==> src/inc/ttc_consts.vh <==
// Timing, format and command constants for the two-track tape codec
`ifndef TTC_CONSTS_VH
`define TTC_CONSTS_VH
`define TTC_CLK_MHZ 20
`define TTC_SPEED_IPS 30
`define TTC_INTERBIT_US 21
`define TTC_INTERCHAR_US 70
`define TTC_FIRSTGAP_US 100
`define TTC_NORM_US 100
`define TTC_THRESH_US 37
`define TTC_TIMEOUT_US 200
`define TTC_IRG_MS 65
`define TTC_IFG_MS 195
`define TTC_ERASE_MS 300
`define TTC_INTERBIT_CYC (`TTC_INTERBIT_US * `TTC_CLK_MHZ)
`define TTC_INTERCHAR_CYC (`TTC_INTERCHAR_US * `TTC_CLK_MHZ)
`define TTC_FIRSTGAP_CYC (`TTC_FIRSTGAP_US * `TTC_CLK_MHZ)
`define TTC_NORM_CYC (`TTC_NORM_US * `TTC_CLK_MHZ)
`define TTC_THRESH_CYC (`TTC_THRESH_US * `TTC_CLK_MHZ)
`define TTC_TIMEOUT_CYC (`TTC_TIMEOUT_US * `TTC_CLK_MHZ)
`define TTC_IRG_CYC (`TTC_IRG_MS * 1000 * `TTC_CLK_MHZ)
`define TTC_IFG_CYC (`TTC_IFG_MS * 1000 * `TTC_CLK_MHZ)
`define TTC_ERASE_CYC (`TTC_ERASE_MS * 1000 * `TTC_CLK_MHZ)
`define TTC_REC_LONG 256
`define TTC_REC_SHORT 128
`define TTC_MARK_REC 4
`define TTC_MARK_FILE 8
`define TTC_MIN_RECS 3
`define TTC_OP_RECORD 2'h0
`define TTC_OP_FILE 2'h1
`define TTC_OP_ERASE 2'h2
`endif

==> src/hw/ttc_codec.v <==
// Two-track tape format encoder and decoder
// What this block does
// - Bit value selects track; decoder reads track
// - Marks write zeros, track zero only
// - Record mark: four widely spaced reversals
// - File mark: eight widely spaced reversals
// - Bits within a character 21 us apart
// - Characters 70 us apart
// - Gap after record data up to 130 us
// - Normalizing gap after mark at most 100 us
// - Interrecord gap 65 ms
// - Interfile gap 195 ms
// - Erase at least 300 ms after last file
// - 256 bytes per record, 128 selectable
// - Files hold at least three records, marks delimit
// - Gap times assume 30 inches per second
`include "ttc_consts.vh"
module ttc_codec #(
	parameter IRG_CYC = `TTC_IRG_CYC,
	parameter IFG_CYC = `TTC_IFG_CYC,
	parameter ERASE_CYC = `TTC_ERASE_CYC
) (
	input wire clk,
	input wire resetn,
	input wire cmdValid,
	input wire [1:0] cmdOp,
	input wire recShort,
	output reg cmdReady,
	output reg shortFile,
	input wire srcValid,
	input wire [7:0] srcData,
	output wire srcReady,
	output reg wrFlux0,
	output reg wrFlux1,
	output reg eraseOn,
	input wire rdFlux0,
	input wire rdFlux1,
	output wire sinkValid,
	output wire [7:0] sinkData,
	input wire sinkReady,
	output reg recMark,
	output reg fileMark,
	output reg rxOverrun
);
	localparam ST_IDLE = 3'h0;
	localparam ST_FETCH = 3'h1;
	localparam ST_BIT = 3'h2;
	localparam ST_MARK = 3'h3;
	localparam ST_WAIT = 3'h4;
	localparam ST_IRG = 3'h5;
	localparam ST_IFG = 3'h6;
	localparam [22:0] BIT_LD = `TTC_INTERBIT_CYC - 1;
	localparam [22:0] CHAR_LD = `TTC_INTERCHAR_CYC - 1;
	localparam [22:0] FIRST_LD = `TTC_FIRSTGAP_CYC - 1;
	localparam [22:0] NORM_LD = `TTC_NORM_CYC - 1;
	localparam [22:0] IRG_LD = IRG_CYC - 1;
	localparam [22:0] IFG_LD = IFG_CYC - 1;
	localparam [22:0] ERASE_LD = ERASE_CYC - 1;
	localparam [12:0] THRESH = `TTC_THRESH_CYC;
	localparam [12:0] TIMEOUT = `TTC_TIMEOUT_CYC;

	reg [1:0] rstSync_q;
	wire rstn = rstSync_q[1];

	always @(posedge clk or negedge resetn) begin
		if (!resetn) begin
			rstSync_q <= 2'h0;
		end else begin
			rstSync_q <= {rstSync_q[0], 1'b1};
		end
	end

	// Encoder side
	wire txValid;
	wire [7:0] txData;
	wire txPop;
	reg [2:0] st_q;
	reg [2:0] next_q;
	reg [22:0] timer_q;
	reg [7:0] sh_q;
	reg [3:0] bitLeft_q;
	reg [8:0] byteCnt_q;
	reg [3:0] markLeft_q;
	reg isFile_q;
	reg [1:0] recCnt_q;
	wire [8:0] recLen = recShort ? 9'd`TTC_REC_SHORT : 9'h100;

	assign txPop = (st_q == ST_FETCH);

	ttc_buf #(
		.WIDTH(8)
	) txBuf (
		.clk(clk),
		.rstn(rstn),
		.inValid(srcValid),
		.inData(srcData),
		.inReady(srcReady),
		.outValid(txValid),
		.outData(txData),
		.outReady(txPop)
	);

	always @(posedge clk or negedge rstn) begin
		if (!rstn) begin
			st_q <= ST_IDLE;
			next_q <= ST_IDLE;
			timer_q <= 23'h0;
			sh_q <= 8'h0;
			bitLeft_q <= 4'h0;
			byteCnt_q <= 9'h0;
			markLeft_q <= 4'h0;
			isFile_q <= 1'b0;
			recCnt_q <= 2'h0;
			cmdReady <= 1'b0;
			shortFile <= 1'b0;
			wrFlux0 <= 1'b0;
			wrFlux1 <= 1'b0;
			eraseOn <= 1'b0;
		end else begin
			shortFile <= 1'b0;
			cmdReady <= 1'b0;
			case (st_q)
			ST_IDLE: begin
				eraseOn <= 1'b0;
				cmdReady <= 1'b1;
				if (cmdValid && cmdReady) begin
					cmdReady <= 1'b0;
					case (cmdOp)
					`TTC_OP_RECORD: begin
						byteCnt_q <= 9'h0;
						st_q <= ST_FETCH;
					end
					`TTC_OP_FILE: begin
						if (recCnt_q < 2'd`TTC_MIN_RECS) begin
							shortFile <= 1'b1;
						end else begin
							markLeft_q <= 4'd`TTC_MARK_FILE;
							isFile_q <= 1'b1;
							st_q <= ST_MARK;
						end
					end
					`TTC_OP_ERASE: begin
						eraseOn <= 1'b1;
						timer_q <= ERASE_LD;
						next_q <= ST_IDLE;
						st_q <= ST_WAIT;
					end
					default: begin
						st_q <= ST_IDLE;
					end
					endcase
				end
			end
			ST_FETCH: begin
				if (txValid) begin
					sh_q <= txData;
					bitLeft_q <= 4'h8;
					st_q <= ST_BIT;
				end
			end
			ST_BIT: begin
				if (sh_q[7]) begin
					wrFlux1 <= ~wrFlux1;
				end else begin
					wrFlux0 <= ~wrFlux0;
				end
				sh_q <= {sh_q[6:0], 1'b0};
				bitLeft_q <= bitLeft_q - 4'h1;
				st_q <= ST_WAIT;
				if (bitLeft_q > 4'h1) begin
					timer_q <= BIT_LD;
					next_q <= ST_BIT;
				end else if (byteCnt_q + 9'h1 == recLen) begin
					timer_q <= FIRST_LD;
					markLeft_q <= 4'd`TTC_MARK_REC;
					isFile_q <= 1'b0;
					next_q <= ST_MARK;
				end else begin
					byteCnt_q <= byteCnt_q + 9'h1;
					timer_q <= CHAR_LD;
					next_q <= ST_FETCH;
				end
			end
			ST_MARK: begin
				wrFlux0 <= ~wrFlux0;
				markLeft_q <= markLeft_q - 4'h1;
				st_q <= ST_WAIT;
				if (markLeft_q > 4'h1) begin
					timer_q <= CHAR_LD;
					next_q <= ST_MARK;
				end else if (isFile_q) begin
					// Erase starts only after the last reversal has been written
					recCnt_q <= 2'h0;
					timer_q <= 23'h1;
					next_q <= ST_IFG;
				end else begin
					timer_q <= NORM_LD;
					next_q <= ST_IRG;
				end
			end
			ST_IRG: begin
				if (recCnt_q != 2'h3) begin
					recCnt_q <= recCnt_q + 2'h1;
				end
				eraseOn <= 1'b1;
				timer_q <= IRG_LD;
				next_q <= ST_IDLE;
				st_q <= ST_WAIT;
			end
			ST_IFG: begin
				eraseOn <= 1'b1;
				timer_q <= IFG_LD;
				next_q <= ST_IDLE;
				st_q <= ST_WAIT;
			end
			ST_WAIT: begin
				if (timer_q <= 23'h1) begin
					st_q <= next_q;
				end else begin
					timer_q <= timer_q - 23'h1;
				end
			end
			default: begin
				st_q <= ST_IDLE;
			end
			endcase
		end
	end

	// Decoder side
	reg [1:0] s1_q;
	reg [1:0] s2_q;
	reg [1:0] s3_q;
	reg [1:0] lvl_q;
	reg [12:0] gap_q;
	reg [3:0] bitCnt_q;
	reg [7:0] rxSh_q;
	reg [3:0] iso_q;
	reg rxPush_q;
	reg [7:0] rxByte_q;
	wire rxReady;
	wire [1:0] rev = (s2_q ~^ s3_q) & (s3_q ^ lvl_q);
	wire anyRev = |rev;
	wire revBit = rev[1];
	wire longGap = (gap_q >= THRESH);
	wire lone = (bitCnt_q == 4'h1) && !rxSh_q[0];
	wire [3:0] isoNow = iso_q + {3'h0, lone};

	ttc_buf #(
		.WIDTH(8)
	) rxBuf (
		.clk(clk),
		.rstn(rstn),
		.inValid(rxPush_q),
		.inData(rxByte_q),
		.inReady(rxReady),
		.outValid(sinkValid),
		.outData(sinkData),
		.outReady(sinkReady)
	);

	always @(posedge clk or negedge rstn) begin
		if (!rstn) begin
			s1_q <= 2'h0;
			s2_q <= 2'h0;
			s3_q <= 2'h0;
			lvl_q <= 2'h0;
			gap_q <= 13'h0;
			bitCnt_q <= 4'h0;
			rxSh_q <= 8'h0;
			iso_q <= 4'h0;
			rxPush_q <= 1'b0;
			rxByte_q <= 8'h0;
			recMark <= 1'b0;
			fileMark <= 1'b0;
			rxOverrun <= 1'b0;
		end else begin
			s1_q <= {rdFlux1, rdFlux0};
			s2_q <= s1_q;
			s3_q <= s2_q;
			lvl_q <= lvl_q ^ rev;
			rxPush_q <= 1'b0;
			recMark <= 1'b0;
			fileMark <= 1'b0;
			rxOverrun <= 1'b0;
			if (gap_q != 13'h1fff) begin
				gap_q <= gap_q + 13'h1;
			end
			if (anyRev) begin
				gap_q <= 13'h0;
				rxSh_q <= {rxSh_q[6:0], revBit};
				if (longGap) begin
					bitCnt_q <= 4'h1;
					if (lone) begin
						iso_q <= (iso_q == 4'hf) ? iso_q : isoNow;
					end else if (bitCnt_q != 4'h0) begin
						iso_q <= 4'h0;
					end
				end else if (bitCnt_q == 4'h7) begin
					bitCnt_q <= 4'h0;
					iso_q <= 4'h0;
					rxByte_q <= {rxSh_q[6:0], revBit};
					rxPush_q <= 1'b1;
					rxOverrun <= ~rxReady;
				end else begin
					bitCnt_q <= bitCnt_q + 4'h1;
				end
			end else if (gap_q == TIMEOUT) begin
				recMark <= (isoNow == 4'd`TTC_MARK_REC);
				fileMark <= (isoNow == 4'd`TTC_MARK_FILE);
				iso_q <= 4'h0;
				bitCnt_q <= 4'h0;
			end
		end
	end
endmodule

==> src/hw/ttc_buf.v <==
// Two-entry buffer with registered valid and ready on both sides
module ttc_buf #(
	parameter WIDTH = 8
) (
	input wire clk,
	input wire rstn,
	input wire inValid,
	input wire [WIDTH-1:0] inData,
	output reg inReady,
	output reg outValid,
	output reg [WIDTH-1:0] outData,
	input wire outReady
);
	reg [WIDTH-1:0] spare_q;
	reg spareV_q;
	reg [WIDTH-1:0] head_d;
	reg [WIDTH-1:0] spare_d;
	reg headV_d;
	reg spareV_d;
	wire push = inValid & inReady;
	wire pop = outValid & outReady;

	always @* begin
		head_d = outData;
		spare_d = spare_q;
		headV_d = outValid;
		spareV_d = spareV_q;
		if (pop) begin
			if (spareV_q) begin
				head_d = spare_q;
				spareV_d = 1'b0;
			end else begin
				headV_d = 1'b0;
			end
		end
		if (push) begin
			if (!headV_d) begin
				head_d = inData;
				headV_d = 1'b1;
			end else begin
				spare_d = inData;
				spareV_d = 1'b1;
			end
		end
	end

	always @(posedge clk or negedge rstn) begin
		if (!rstn) begin
			outData <= {WIDTH{1'b0}};
			spare_q <= {WIDTH{1'b0}};
			outValid <= 1'b0;
			spareV_q <= 1'b0;
			inReady <= 1'b0;
		end else begin
			outData <= head_d;
			spare_q <= spare_d;
			outValid <= headV_d;
			spareV_q <= spareV_d;
			inReady <= ~spareV_d;
		end
	end
endmodule

==> config.mk <==
export PLATFORM = sky130hd
export DESIGN_NAME = ttc_codec
export DESIGN_NICKNAME = d
export VERILOG_FILES = /design/src/hw/ttc_codec.v /design/src/hw/ttc_buf.v
export VERILOG_INCLUDE_DIRS = /design/src /design/src/inc
export SDC_FILE = /design/constraint.sdc
export NUM_CORES = 1
export LEC_CHECK = 0
export BUFFER_PORTS_ARGS = -buffer_cell sky130_fd_sc_hd__buf_4
export CAP_MARGIN = 20
export CORE_MARGIN = 4
export CORE_UTILIZATION = 50
export CTS_CLUSTER_SIZE = 25
export DETAILED_ROUTE_END_ITERATION = 12
export GPL_ROUTABILITY_DRIVEN = 0
export PLACE_DENSITY = 0.67
export SYNTH_ARGS = -nofsm -noshare
export SYNTH_HDL_FRONTEND = slang
export SYNTH_SLANG_ARGS = --single-unit
==> constraint.sdc <==
create_clock -name clk -period 5.6 [get_ports clk]
set_clock_uncertainty 0.05 [all_clocks]
set_input_delay 1.12 -clock clk [delete_from_list [all_inputs] [get_ports clk]]
set_output_delay 1.12 -clock clk [all_outputs]
set_load 0.01 [all_outputs]
Word level (Yosys, flattened, before mapping)
Index checks and enable logic that the tools add are counted.
{"block": "totals", "register_bits": 150, "input_bits": 18, "output_inout_bits": 18, "wordCells": 234}
{"block": "classes", "addsub": 8, "magnitude_cmp": 5, "n_eq_ne": 36, "n_mux": 100, "n_bitwise": 14, "reduce_logical": 33}
{"operator": "one-hot mux 23 bit (6 select lines)", "count": 1}
{"operator": "2-to-1 mux 8 bit", "count": 9}
{"operator": "2-to-1 mux 23 bit", "count": 3}
{"operator": "2-to-1 mux 4 bit", "count": 16}
{"operator": "2-to-1 mux 9 bit", "count": 5}
{"operator": "2-to-1 mux 1 bit", "count": 36}
{"operator": "2-to-1 mux 11 bit", "count": 3}
{"operator": "2-to-1 mux 13 bit", "count": 2}
{"operator": "!= test 2 bit, second input constant", "count": 12}
{"operator": "one-hot mux 3 bit (4 select lines)", "count": 2}
{"operator": "less-or-equal comparator 23 x 1 -> 1 bit, second input constant", "count": 1}
{"operator": "subtractor 23 x 1 -> 23 bit, second input constant", "count": 1}
{"operator": "2-to-1 mux 3 bit", "count": 7}
{"operator": "one-hot mux 9 bit (2 select lines)", "count": 1}
{"operator": "one-hot mux 8 bit (2 select lines)", "count": 1}
{"operator": "AND reduction 4 bit", "count": 4}
{"operator": "nonzero test 2 bit", "count": 7}
{"operator": "adder 13 x 1 -> 13 bit, second input constant", "count": 1}
{"operator": "equality test 13 x 12 -> 1 bit, second input constant", "count": 1}
{"operator": "greater-or-equal comparator 13 x 10 -> 1 bit, second input constant", "count": 1}
{"operator": "!= test 13 bit, second input constant", "count": 1}
{"operator": "2-to-1 mux 2 bit", "count": 6}
{"operator": "one-hot mux 4 bit (3 select lines)", "count": 1}
{"operator": "AND reduction 6 bit", "count": 2}
{"operator": "43 further kinds", "count": 72}

Depth between registers and ports, before layout
Gate-level depths: netlist of the first run.
{"block": "logic_depth", "ltp_word": 7, "ltp_mapped": 9, "mapped_depth_nobuf": 9}

Modules after synthesis
Synthesis of the first run repeated with hierarchy kept, for this count alone.
{"block": "hier_totals", "hier_cells": 755, "area_unflattened_um2": 7543.5}
{"module": "ttc_codec", "n_inst": 1, "cells_per_inst": 641, "area_each_um2": 5914.4, "seq_area_each_um2": 2802.7}
{"module": "ttc_buf", "n_inst": 2, "cells_per_inst": 57, "area_each_um2": 814.5, "seq_area_each_um2": 475.5}

Least setup slack after synthesis of the first run
OpenSTA, ideal clock, no wires.
{"block": "synth_path", "kind": "input to register", "startpoint": "in cmdOp[1]", "endpoint": "reg markLeft_q[2]", "setup_time_ps": 127, "t_arrival_ps": 2429, "required_time_ps": 5423, "path_slack_ps": 2994, "cell_stages": 6, "path_buffers": 0, "path_cell_list": "nand2b_1 -> or4_1 -> o22a_1 -> or2_1 -> o22ai_1 -> o2bb2a_1"}
{"block": "synth_via", "elab_chain_cells": 3}
{"element": "from (decl)", "line": "ttc_codec.v:26", "text": "input wire [1:0] cmdOp,"}
{"element": "equality test 2 x 1 -> 1 bit", "line": "ttc_codec.v:128", "text": "case (cmdOp)"}
{"element": "!= test 2 x 1 -> 1 bit (no source line)"}
{"element": "AND reduction 6 bit (no source line)"}
{"element": "to (signal assigned)", "line": "ttc_codec.v:137", "text": "markLeft_q <= 4'd`TTC_MARK_FILE;"}
{"element": "to (signal assigned)", "line": "ttc_codec.v:175", "text": "markLeft_q <= 4'd`TTC_MARK_REC;"}
{"element": "to (signal assigned)", "line": "ttc_codec.v:186", "text": "markLeft_q <= markLeft_q - 4'h1;"}
{"element": "to (decl)", "line": "ttc_codec.v:83", "text": "reg [3:0] markLeft_q;"}
No other way between the ends.
A chain may end at the register's enable or synchronous reset.

Final worst setup path of the first run
{"block": "layout_path", "startpoint": "reg st_q[1]", "endpoint": "reg timer_q[8]"}
{"block": "layout_via", "elab_chain_cells": 3, "word_cells_on_any_way": 12, "cone_classes": "eq/ne: 8; mux: 1; reduce/logical: 3"}
{"element": "from (decl)", "line": "ttc_codec.v:77", "text": "reg [2:0] st_q;"}
{"element": "from (signal assigned)", "line": "ttc_codec.v:218", "text": "st_q <= next_q;"}
{"element": "equality test 3 bit (tied with other cells)", "line": "ttc_codec.v:122", "text": "case (st_q)"}
{"element": "nonzero test 6 bit (no source line) (tied with other cells)"}
{"element": "AND reduction 4 bit (no source line)"}
{"element": "to (signal assigned)", "line": "ttc_codec.v:220", "text": "timer_q <= timer_q - 23'h1;"}
{"element": "to (decl)", "line": "ttc_codec.v:79", "text": "reg [22:0] timer_q;"}
Parallel ways exist; a longest one is shown, timed or not.

==> results of run 1 <==
==> per-stage QoR <==
step / hold WS (ns) / util
2_1_floorplan: 0.281 / -
3_3_place_gp: 0.286 / 0.546
3_5_place_dp: 0.286 / 0.546
4_1_cts: 0.310 / 0.585
5_1_grt: 0.323 / 0.585
6_report: 0.306 / 0.585
==> synthesized netlist by cell type, drive strengths merged, types with 6 or more instances <==
cell	instances	area, um2
a31oi	9	56.3
or3	7	58.8
xnor2	7	61.3
nor2	73	279
clkbuf	16	60.1
inv	28	105
nor4	16	170
buf	10	48.8
nand4	6	43.8
a21oi	34	174
o21ai	55	275
nand2	106	398
or2	7	46.3
a311oi	6	58.8
dfrtp	150	3750
xor2	12	105
ha	16	200
nand2b	15	93.8
a22o	6	52.6
mux2i	18	180
and3	11	68.8
mux2	25	282
nand3	32	165
o211ai	8	60.1
nor3	18	100
o22ai	18	119
==> flip-flops by register name, summed over array words and instances, names as in the netlist, 2 cells and up, named ones only <==
name / cells
iso_q: 4
s1_q: 2
recCnt_q: 2
st_q: 3
rstSync_q: 2
s2_q: 2
gap_q: 13
timer_q: 23
bitLeft_q: 4
rxBuf.spare_q: 8
rxSh_q: 7
next_q: 3
rxBuf.outData: 8
byteCnt_q: 9
s3_q: 2
txBuf.spare_q: 8
rxByte_q: 8
bitCnt_q: 4
sh_q: 8
markLeft_q: 4
txBuf.outData: 8
==> power breakdown <==
group | total [mW] | switching (mW) | internal [mW]
registers | 1.24 | 0.0764 | 1.16
logic | 0.206 | 0.107 | 0.0991
clock network | 1.11 | 0.490 | 0.624
==> per-layer routing <==
| layer | track usage | vias to the layer above | routed length [um] |
|---|---|---|---|
| met3 | 0.0501 | 36 | 985 |
| li1 | - | 2864 | - |
| met2 | 0.337 | 211 | 8470 |
| met4 | 0.0764 | 0 | 359 |
| met5 | 0 | - | 0 |
| met1 | 0.267 | 2963 | 7520 |
==> cell type report <==
| class | instances | area, um2 |
|---|---|---|
| repair buffers | 40 | 300 |
| well taps | 184 | 230 |
| fillers | 1202 | 6100 |
| flip-flops and latches | 150 | 3760 |
| inverters | 29 | 109 |
| clock inverters | 14 | 141 |
| multi-input cells | 571 | 3630 |
| clock buffers | 18 | 429 |
==> kinds of logic after synthesis <==
logic type	synth area share
adders and majority gates	0.0290
xor gates and xnor gates	0.0219
and+or+nand+nor	0.205
DFF	0.494
buffers and inverters	0.0286
muxes	0.0607
AOI/OAI and AO/OA	0.160
other	0.000493
==> worst max path at each step <==
| stage | start | endpoint | cells after the start |
|---|---|---|---|
| after floorplan | rstSync_q[1] | async pin | 0 |
| after global placement | cmdOp[0] | timer_q[17] | 8 |
| after detailed placement | cmdOp[0] | timer_q[17] | 8 |
| after CTS | st_q[1] | timer_q[8] | 6 |
| after global routing | st_q[1] | timer_q[1] | 6 |
| final | st_q[1] | timer_q[8] | 6 |
==> flow_metrics.py, run 1 <==
metrics = {
    "final_layout": {
        "final_cell_mix": "dfrtp_1, nand2_1, nor2_1",
        "nets": 843,
        "drive_above_1_share": 0.152,
        "syn_to_final_growth_pct": 13.1,
        "final_common_cell": "dfrtp_1",
        "final_area_um2": 8600,
        "diodes": 0,
        "final_cells": 1006,
    },
    "synthesis": {
        "ys_seq_area_frac": 0.494,
        "ys_ff_latch": 150,
        "syn_area_um2": 7600,
        "ys_async_sr_fraction": 1.00,
        "syn-num-nets": 810,
        "syn_area_per_cell_um2": 9.80,
        "synthFlopType": "dfrtp_1",
        "yosysWarnings": 0,
        "synth_enable_flop_cells": 0,
        "syn_inst": 776,
        "synth_cell_types": 77,
    },
    "clock_network": {
        "clock_latency_ns": 0.43,
        "cts_buffer_depth": 2,
        "holdBufCountCts": 0,
        "post-cts-setup-buffers": 0,
        "cts_root_buf": "clkbuf_16",
        "cts_tree": "built",
        "cts-buffers-inserted": 17,
        "worst_setup_hold_path_clk_slew_ns": 0.07,
        "cts_resized": 0,
        "cts.sinks": 150,
        "h-tree-depth": 4,
    },
    "grt": {
        "grt_pass1_vias": 6058,
        "grt_max_degree": 76,
        "track_usage": 0.206,
        "gr-total-overflow": 0,
        "antenna_found_initial": 0,
        "grt_pass1_wl_um": 29600,
    },
    "die": {
        "die_area_um2": 17200,
        "dieWidth_um": 131,
        "rows": 44,
        "ios": 36,
        "design.core.area_um2": 14700,
        "die_h_um": 131,
        "start_util": 0.517,
    },
    "critical_path": {
        "critical_path.max_fanout": 16,
        "reg2regPathDepth": 6,
        "cpPeakStageDelay_ns": 0.92,
        "path_cells": "clkinv_1 -> nor2_1 -> nand2_1 -> nor2_1 -> o32a_1 -> o22ai_1",
        "crit_path_end_kind": "flop",
        "arrival_ns": 3.18,
        "crit_top_cell": "nor2_1",
        "path_buf_inv": 1,
        "cp.required_ns": 5.86,
        "cp-start-kind": "flop",
        "r2r_end": "timer_q[8]",
        "crit_slowest_cell": "nor2_1",
        "critPathKind": "flop to flop",
        "critPathTopFamily": "simple AND/OR/NAND/NOR gates",
        "rr_startpoint": "st_q[1]",
        "rrSetupSlack_ns": 2.68,
    },
    "pwr": {
        "ir_drop_mv": 0.201,
        "p_per_area_nw_per_um2": 297,
        "p_leak_nw": 3.94,
        "power.total_mw": 2.56,
    },
    "sta": {
        "max_freq_mhz": 342,
        "period_share": 0.522,
        "relSlewSlack": 0.263,
        "finalSetupViolations": 0,
        "hold_viol": 0,
        "slew_violations": 0,
        "fin_tns_setup_ns": 0,
        "fin_crit_ns": 2.92,
        "worst_pin_slew_ns": 1.10,
        "rsz0062_at_grt": "false",
        "fin_ws_ns": 2.68,
    },
    "route": {
        "viasPerCell": 6.04,
        "drtAntennaViolNets": 0,
        "dr.pass1.iters": 5,
        "drtIter0Drc": 451,
        "drc": 0,
        "wl_per_cell_um": 17.2,
        "vias": 6074,
        "drt-total-wl_um": 17300,
    },
    "placed_design": {
        "hpwlAfterDp_um": 12000,
        "place_area_um2": 8030,
        "preCtsSetupSlack_ns": 2.67,
        "numPortBuffers": 35,
        "place_inst": 974,
    },
    "run": {
        "cap_viol_max_count": 0,
    },
    "min_path": {
        "hold_depth": 0,
        "hp-start": "rstSync_q[0]",
        "worstHoldEndpoint": "rstSync_q[1]",
        "hold_class": "flop to flop",
    },
    "status": {
        "status": "complete, no violations",
    },
}
(Power assumes the default switching activity.)
==> run 2: changes to the inputs <==
- ABC_AREA: unset -> 1
- clock period: 5.6 -> 2.95 ns (I/O delays scaled with it)
==> run 2 against run 1 <==
Critical path depth up 3. Cell count up 20%. Combinational power rose to 3.1 times the previous value. Global-route usage down 1.3 points. Largest power group unchanged.
==> flow_metrics.py, run 2 <==
metrics = {
    "status": {
        "status": "complete, no violations",
    },
    "route": {
        "drc": 0,
        "dr.pass1.iters": 5,
        "viasPerCell": 5.21,
        "drtAntennaViolNets": 0,
        "wl_per_cell_um": 13.1,
        "drtIter0Drc": 461,
        "vias": 6272,
        "drt-total-wl_um": 15800,
    },
    "grt": {
        "antenna_found_initial": 0,
        "grt_use_met1": 0.285,
        "met2_usage": 0.289,
        "grt_pass1_wl_um": 28100,
        "track_usage": 0.193,
        "grtUsageMet3": 0.0390,
        "gr-total-overflow": 0,
        "grt_pass1_vias": 5980,
        "grt-busiest-layer": "met2",
        "grt_max_degree": 68,
    },
    "synthesis": {
        "yosysTopAreaCell": "dfrtp_1",
        "synth_enable_flop_cells": 0,
        "synth_commonest_cells": "nand2_1, dfrtp_1, nor2_1",
        "ys_ff_latch": 150,
        "syn_inst": 963,
        "synth_most_common_cell": "nand2_1",
        "synth_top_area_frac": 0.493,
        "ys_seq_area_frac": 0.493,
        "yosysWarnings": 0,
        "synthFlopType": "dfrtp_1",
        "syn_area_um2": 7620,
        "syn_area_per_cell_um2": 7.91,
        "synth.area.top_cells": "dfrtp_1, nand2_1, nor2_1",
        "synth_cell_types": 43,
        "ys_async_sr_fraction": 1.00,
        "syn-num-nets": 997,
    },
    "critical_path": {
        "critPathKind": "flop to flop",
        "crit_slowest_cell": "dfrtp_1",
        "path_cells": "inv_1 -> ha_1 -> nand3_1 -> nor2_1 -> ha_1 -> nand3_1 -> xor2_1 -> or2_2 -> o21ai_0",
        "cp-start-kind": "flop",
        "critical_path.max_fanout": 6,
        "arrival_ns": 2.49,
        "crit_path_end_kind": "flop",
        "cpPeakStageDelay_ns": 0.38,
        "cp.required_ns": 3.24,
    },
    "sta": {
        "period_share": 0.745,
        "relSlewSlack": 0.610,
        "slew_violations": 0,
        "finalSetupViolations": 0,
        "fin_ws_ns": 0.752,
        "worst_pin_slew_ns": 0.583,
        "hold_viol": 0,
        "hold_ws_ns": 0.206,
        "rsz0062_at_grt": "false",
        "fin_tns_setup_ns": 0,
        "max_freq_mhz": 455,
        "fin_crit_ns": 2.20,
    },
    "final_layout": {
        "syn_to_final_growth_pct": 13.5,
        "diodes": 0,
        "nets": 1041,
        "top_regs": "timer_q (23), gap_q (13), byteCnt_q (9)",
        "largest_reg_flops": 23,
        "final_area_um2": 8650,
        "fillers": 1342,
        "final_common_cell": "nand2_1",
        "largest-register": "timer_q",
        "final_cell_mix": "nand2_1, dfrtp_1, nor2_1",
        "drive_above_1_share": 0.105,
    },
    "placed_design": {
        "place_area_um2": 8090,
        "hpwlAfterDp_um": 11200,
        "preCtsSetupSlack_ns": 0.724,
        "numPortBuffers": 35,
    },
    "clock_network": {
        "cts_tree": "built",
        "cts_resized": 0,
        "h-tree-depth": 4,
        "cts-buffers-inserted": 17,
        "cts.sinks": 150,
        "worst_setup_hold_path_clk_slew_ns": 0.06,
        "clock_latency_ns": 0.42,
        "cts_root_buf": "clkbuf_16",
        "post-cts-setup-buffers": 0,
        "cts_buffer_depth": 2,
    },
    "die": {
        "ios": 36,
        "rows": 44,
        "die_h_um": 131,
        "dieWidth_um": 131,
        "start_util": 0.517,
        "design.core.area_um2": 14800,
        "die_area_um2": 17300,
    },
    "pwr": {
        "p_leak_nw": 4.31,
        "p_per_area_nw_per_um2": 590,
        "ir_drop_mv": 0.413,
    },
    "min_path": {
        "hold_class": "flop to async pin",
    },
    "run": {
        "cap_viol_max_count": 0,
    },
}
## run 2: changes by cell type in the layout (fill, tap and decap cells not counted), moves of 7 or more
cell	before	now
mux2_2	24	0
nand2_1	106	253
nand3_1	31	82
nand2b_1	15	0
o21ai_0	49	56
o22ai_1	17	9
nor2_1	71	113
nor2_2	2	9
a31oi_1	9	16
and3_1	11	0
inv_1	28	96
inv_2	0	8
o21ai_1	6	22
mux2i_1	18	0
## run 2: final timing paths
check / slack (ns) / start / cells past startpoint / to
min: 0.21 / rstSync_q[1] / 0 / timer_q[5]
max in group asynchronous: 1.91 / rstSync_q[1] / 1 / timer_q[22]
max: 0.75 / bitCnt_q[1] / 9 / iso_q[3]
min reg2reg: 0.21 / rstSync_q[1] / 0 / timer_q[5]
min in group clk: 0.22 / rdFlux1 / 1 / s1_q[1]
max reg2reg: 0.75 / bitCnt_q[1] / 9 / iso_q[3]
## run 2: cell families (layout without fill, tap and decap cells)
| family | after synthesis | count (layout) | synth area share |
|---|---|---|---|
| AND/OR/NAND/NOR | 511 | 511 | 0.288 |
| buffers and inverters | 121 | 178 | 0.0630 |
| other | 1 | 1 | 0.000492 |
| AO/OA/AOI/OAI | 141 | 141 | 0.101 |
| XOR/XNOR | 16 | 16 | 0.0184 |
| flip-flops | 150 | 150 | 0.493 |
| multiplexers | 7 | 7 | 0.0103 |
| adder cells (fa/ha/maj) | 16 | 16 | 0.0263 |
## run 2: through the flow
step / total power, mW / cells / utilization
2_1_floorplan: 2.87 / 963 / -
4_1_cts: 5.16 / 1204 / 0.586
3_3_place_gp: 3.11 / 1171 / 0.548
5_1_grt: 5.38 / 1204 / 0.586
3_5_place_dp: 3.12 / 1171 / 0.548
6_report: 5.10 / 1204 / 0.586
## run 2: cell type report
class	count	area [um2]	share of cell area
timing repair buffer	42	330	0.0382
sequential	150	3760	0.435
tap	184	230	0.0266
multi-input combinational	692	3390	0.392
clock buffer	20	447	0.0517
clock inverter	12	105	0.0122
inverter	104	390	0.0451
## run 2: power by group
| part | leakage (nW) | internal [mW] | switching [mW] |
|---|---|---|---|
| clock network | 0.258 | 1.18 | 0.842 |
| logic | 2.18 | 0.260 | 0.370 |
| registers | 1.88 | 2.29 | 0.164 |
| total | 4.31 | 3.72 | 1.38 |
## run 2: per-layer routing
metal  vias to the layer above  part of all wire
met5                         -                 0
met4                         0             0.012
met3                        14             0.038
met2                       107              0.45
met1                      2924              0.50
li1                       3227                 -
## run 2: worst max-delay path: cells and delay by family, from the launching register on
| kind | cells | cell delay (ns) |
|---|---|---|
| and+or+nand+nor | 4 | 0.82 |
| adders and majority gates | 2 | 0.40 |
| DFF | 1 | 0.38 |
| xor gates and xnor gates | 1 | 0.18 |
| AOI/OAI and AO/OA | 1 | 0.17 |
| buffers and inverters | 1 | 0.11 |
## run 2: what timing repair did
| item | in CTS | in global routing |
|---|---|---|
| hold buffers | 1 | 0 |
| endpoints found under the setup margin | 0 | 0 |
| endpoints found under the hold margin | 2 | 0 |
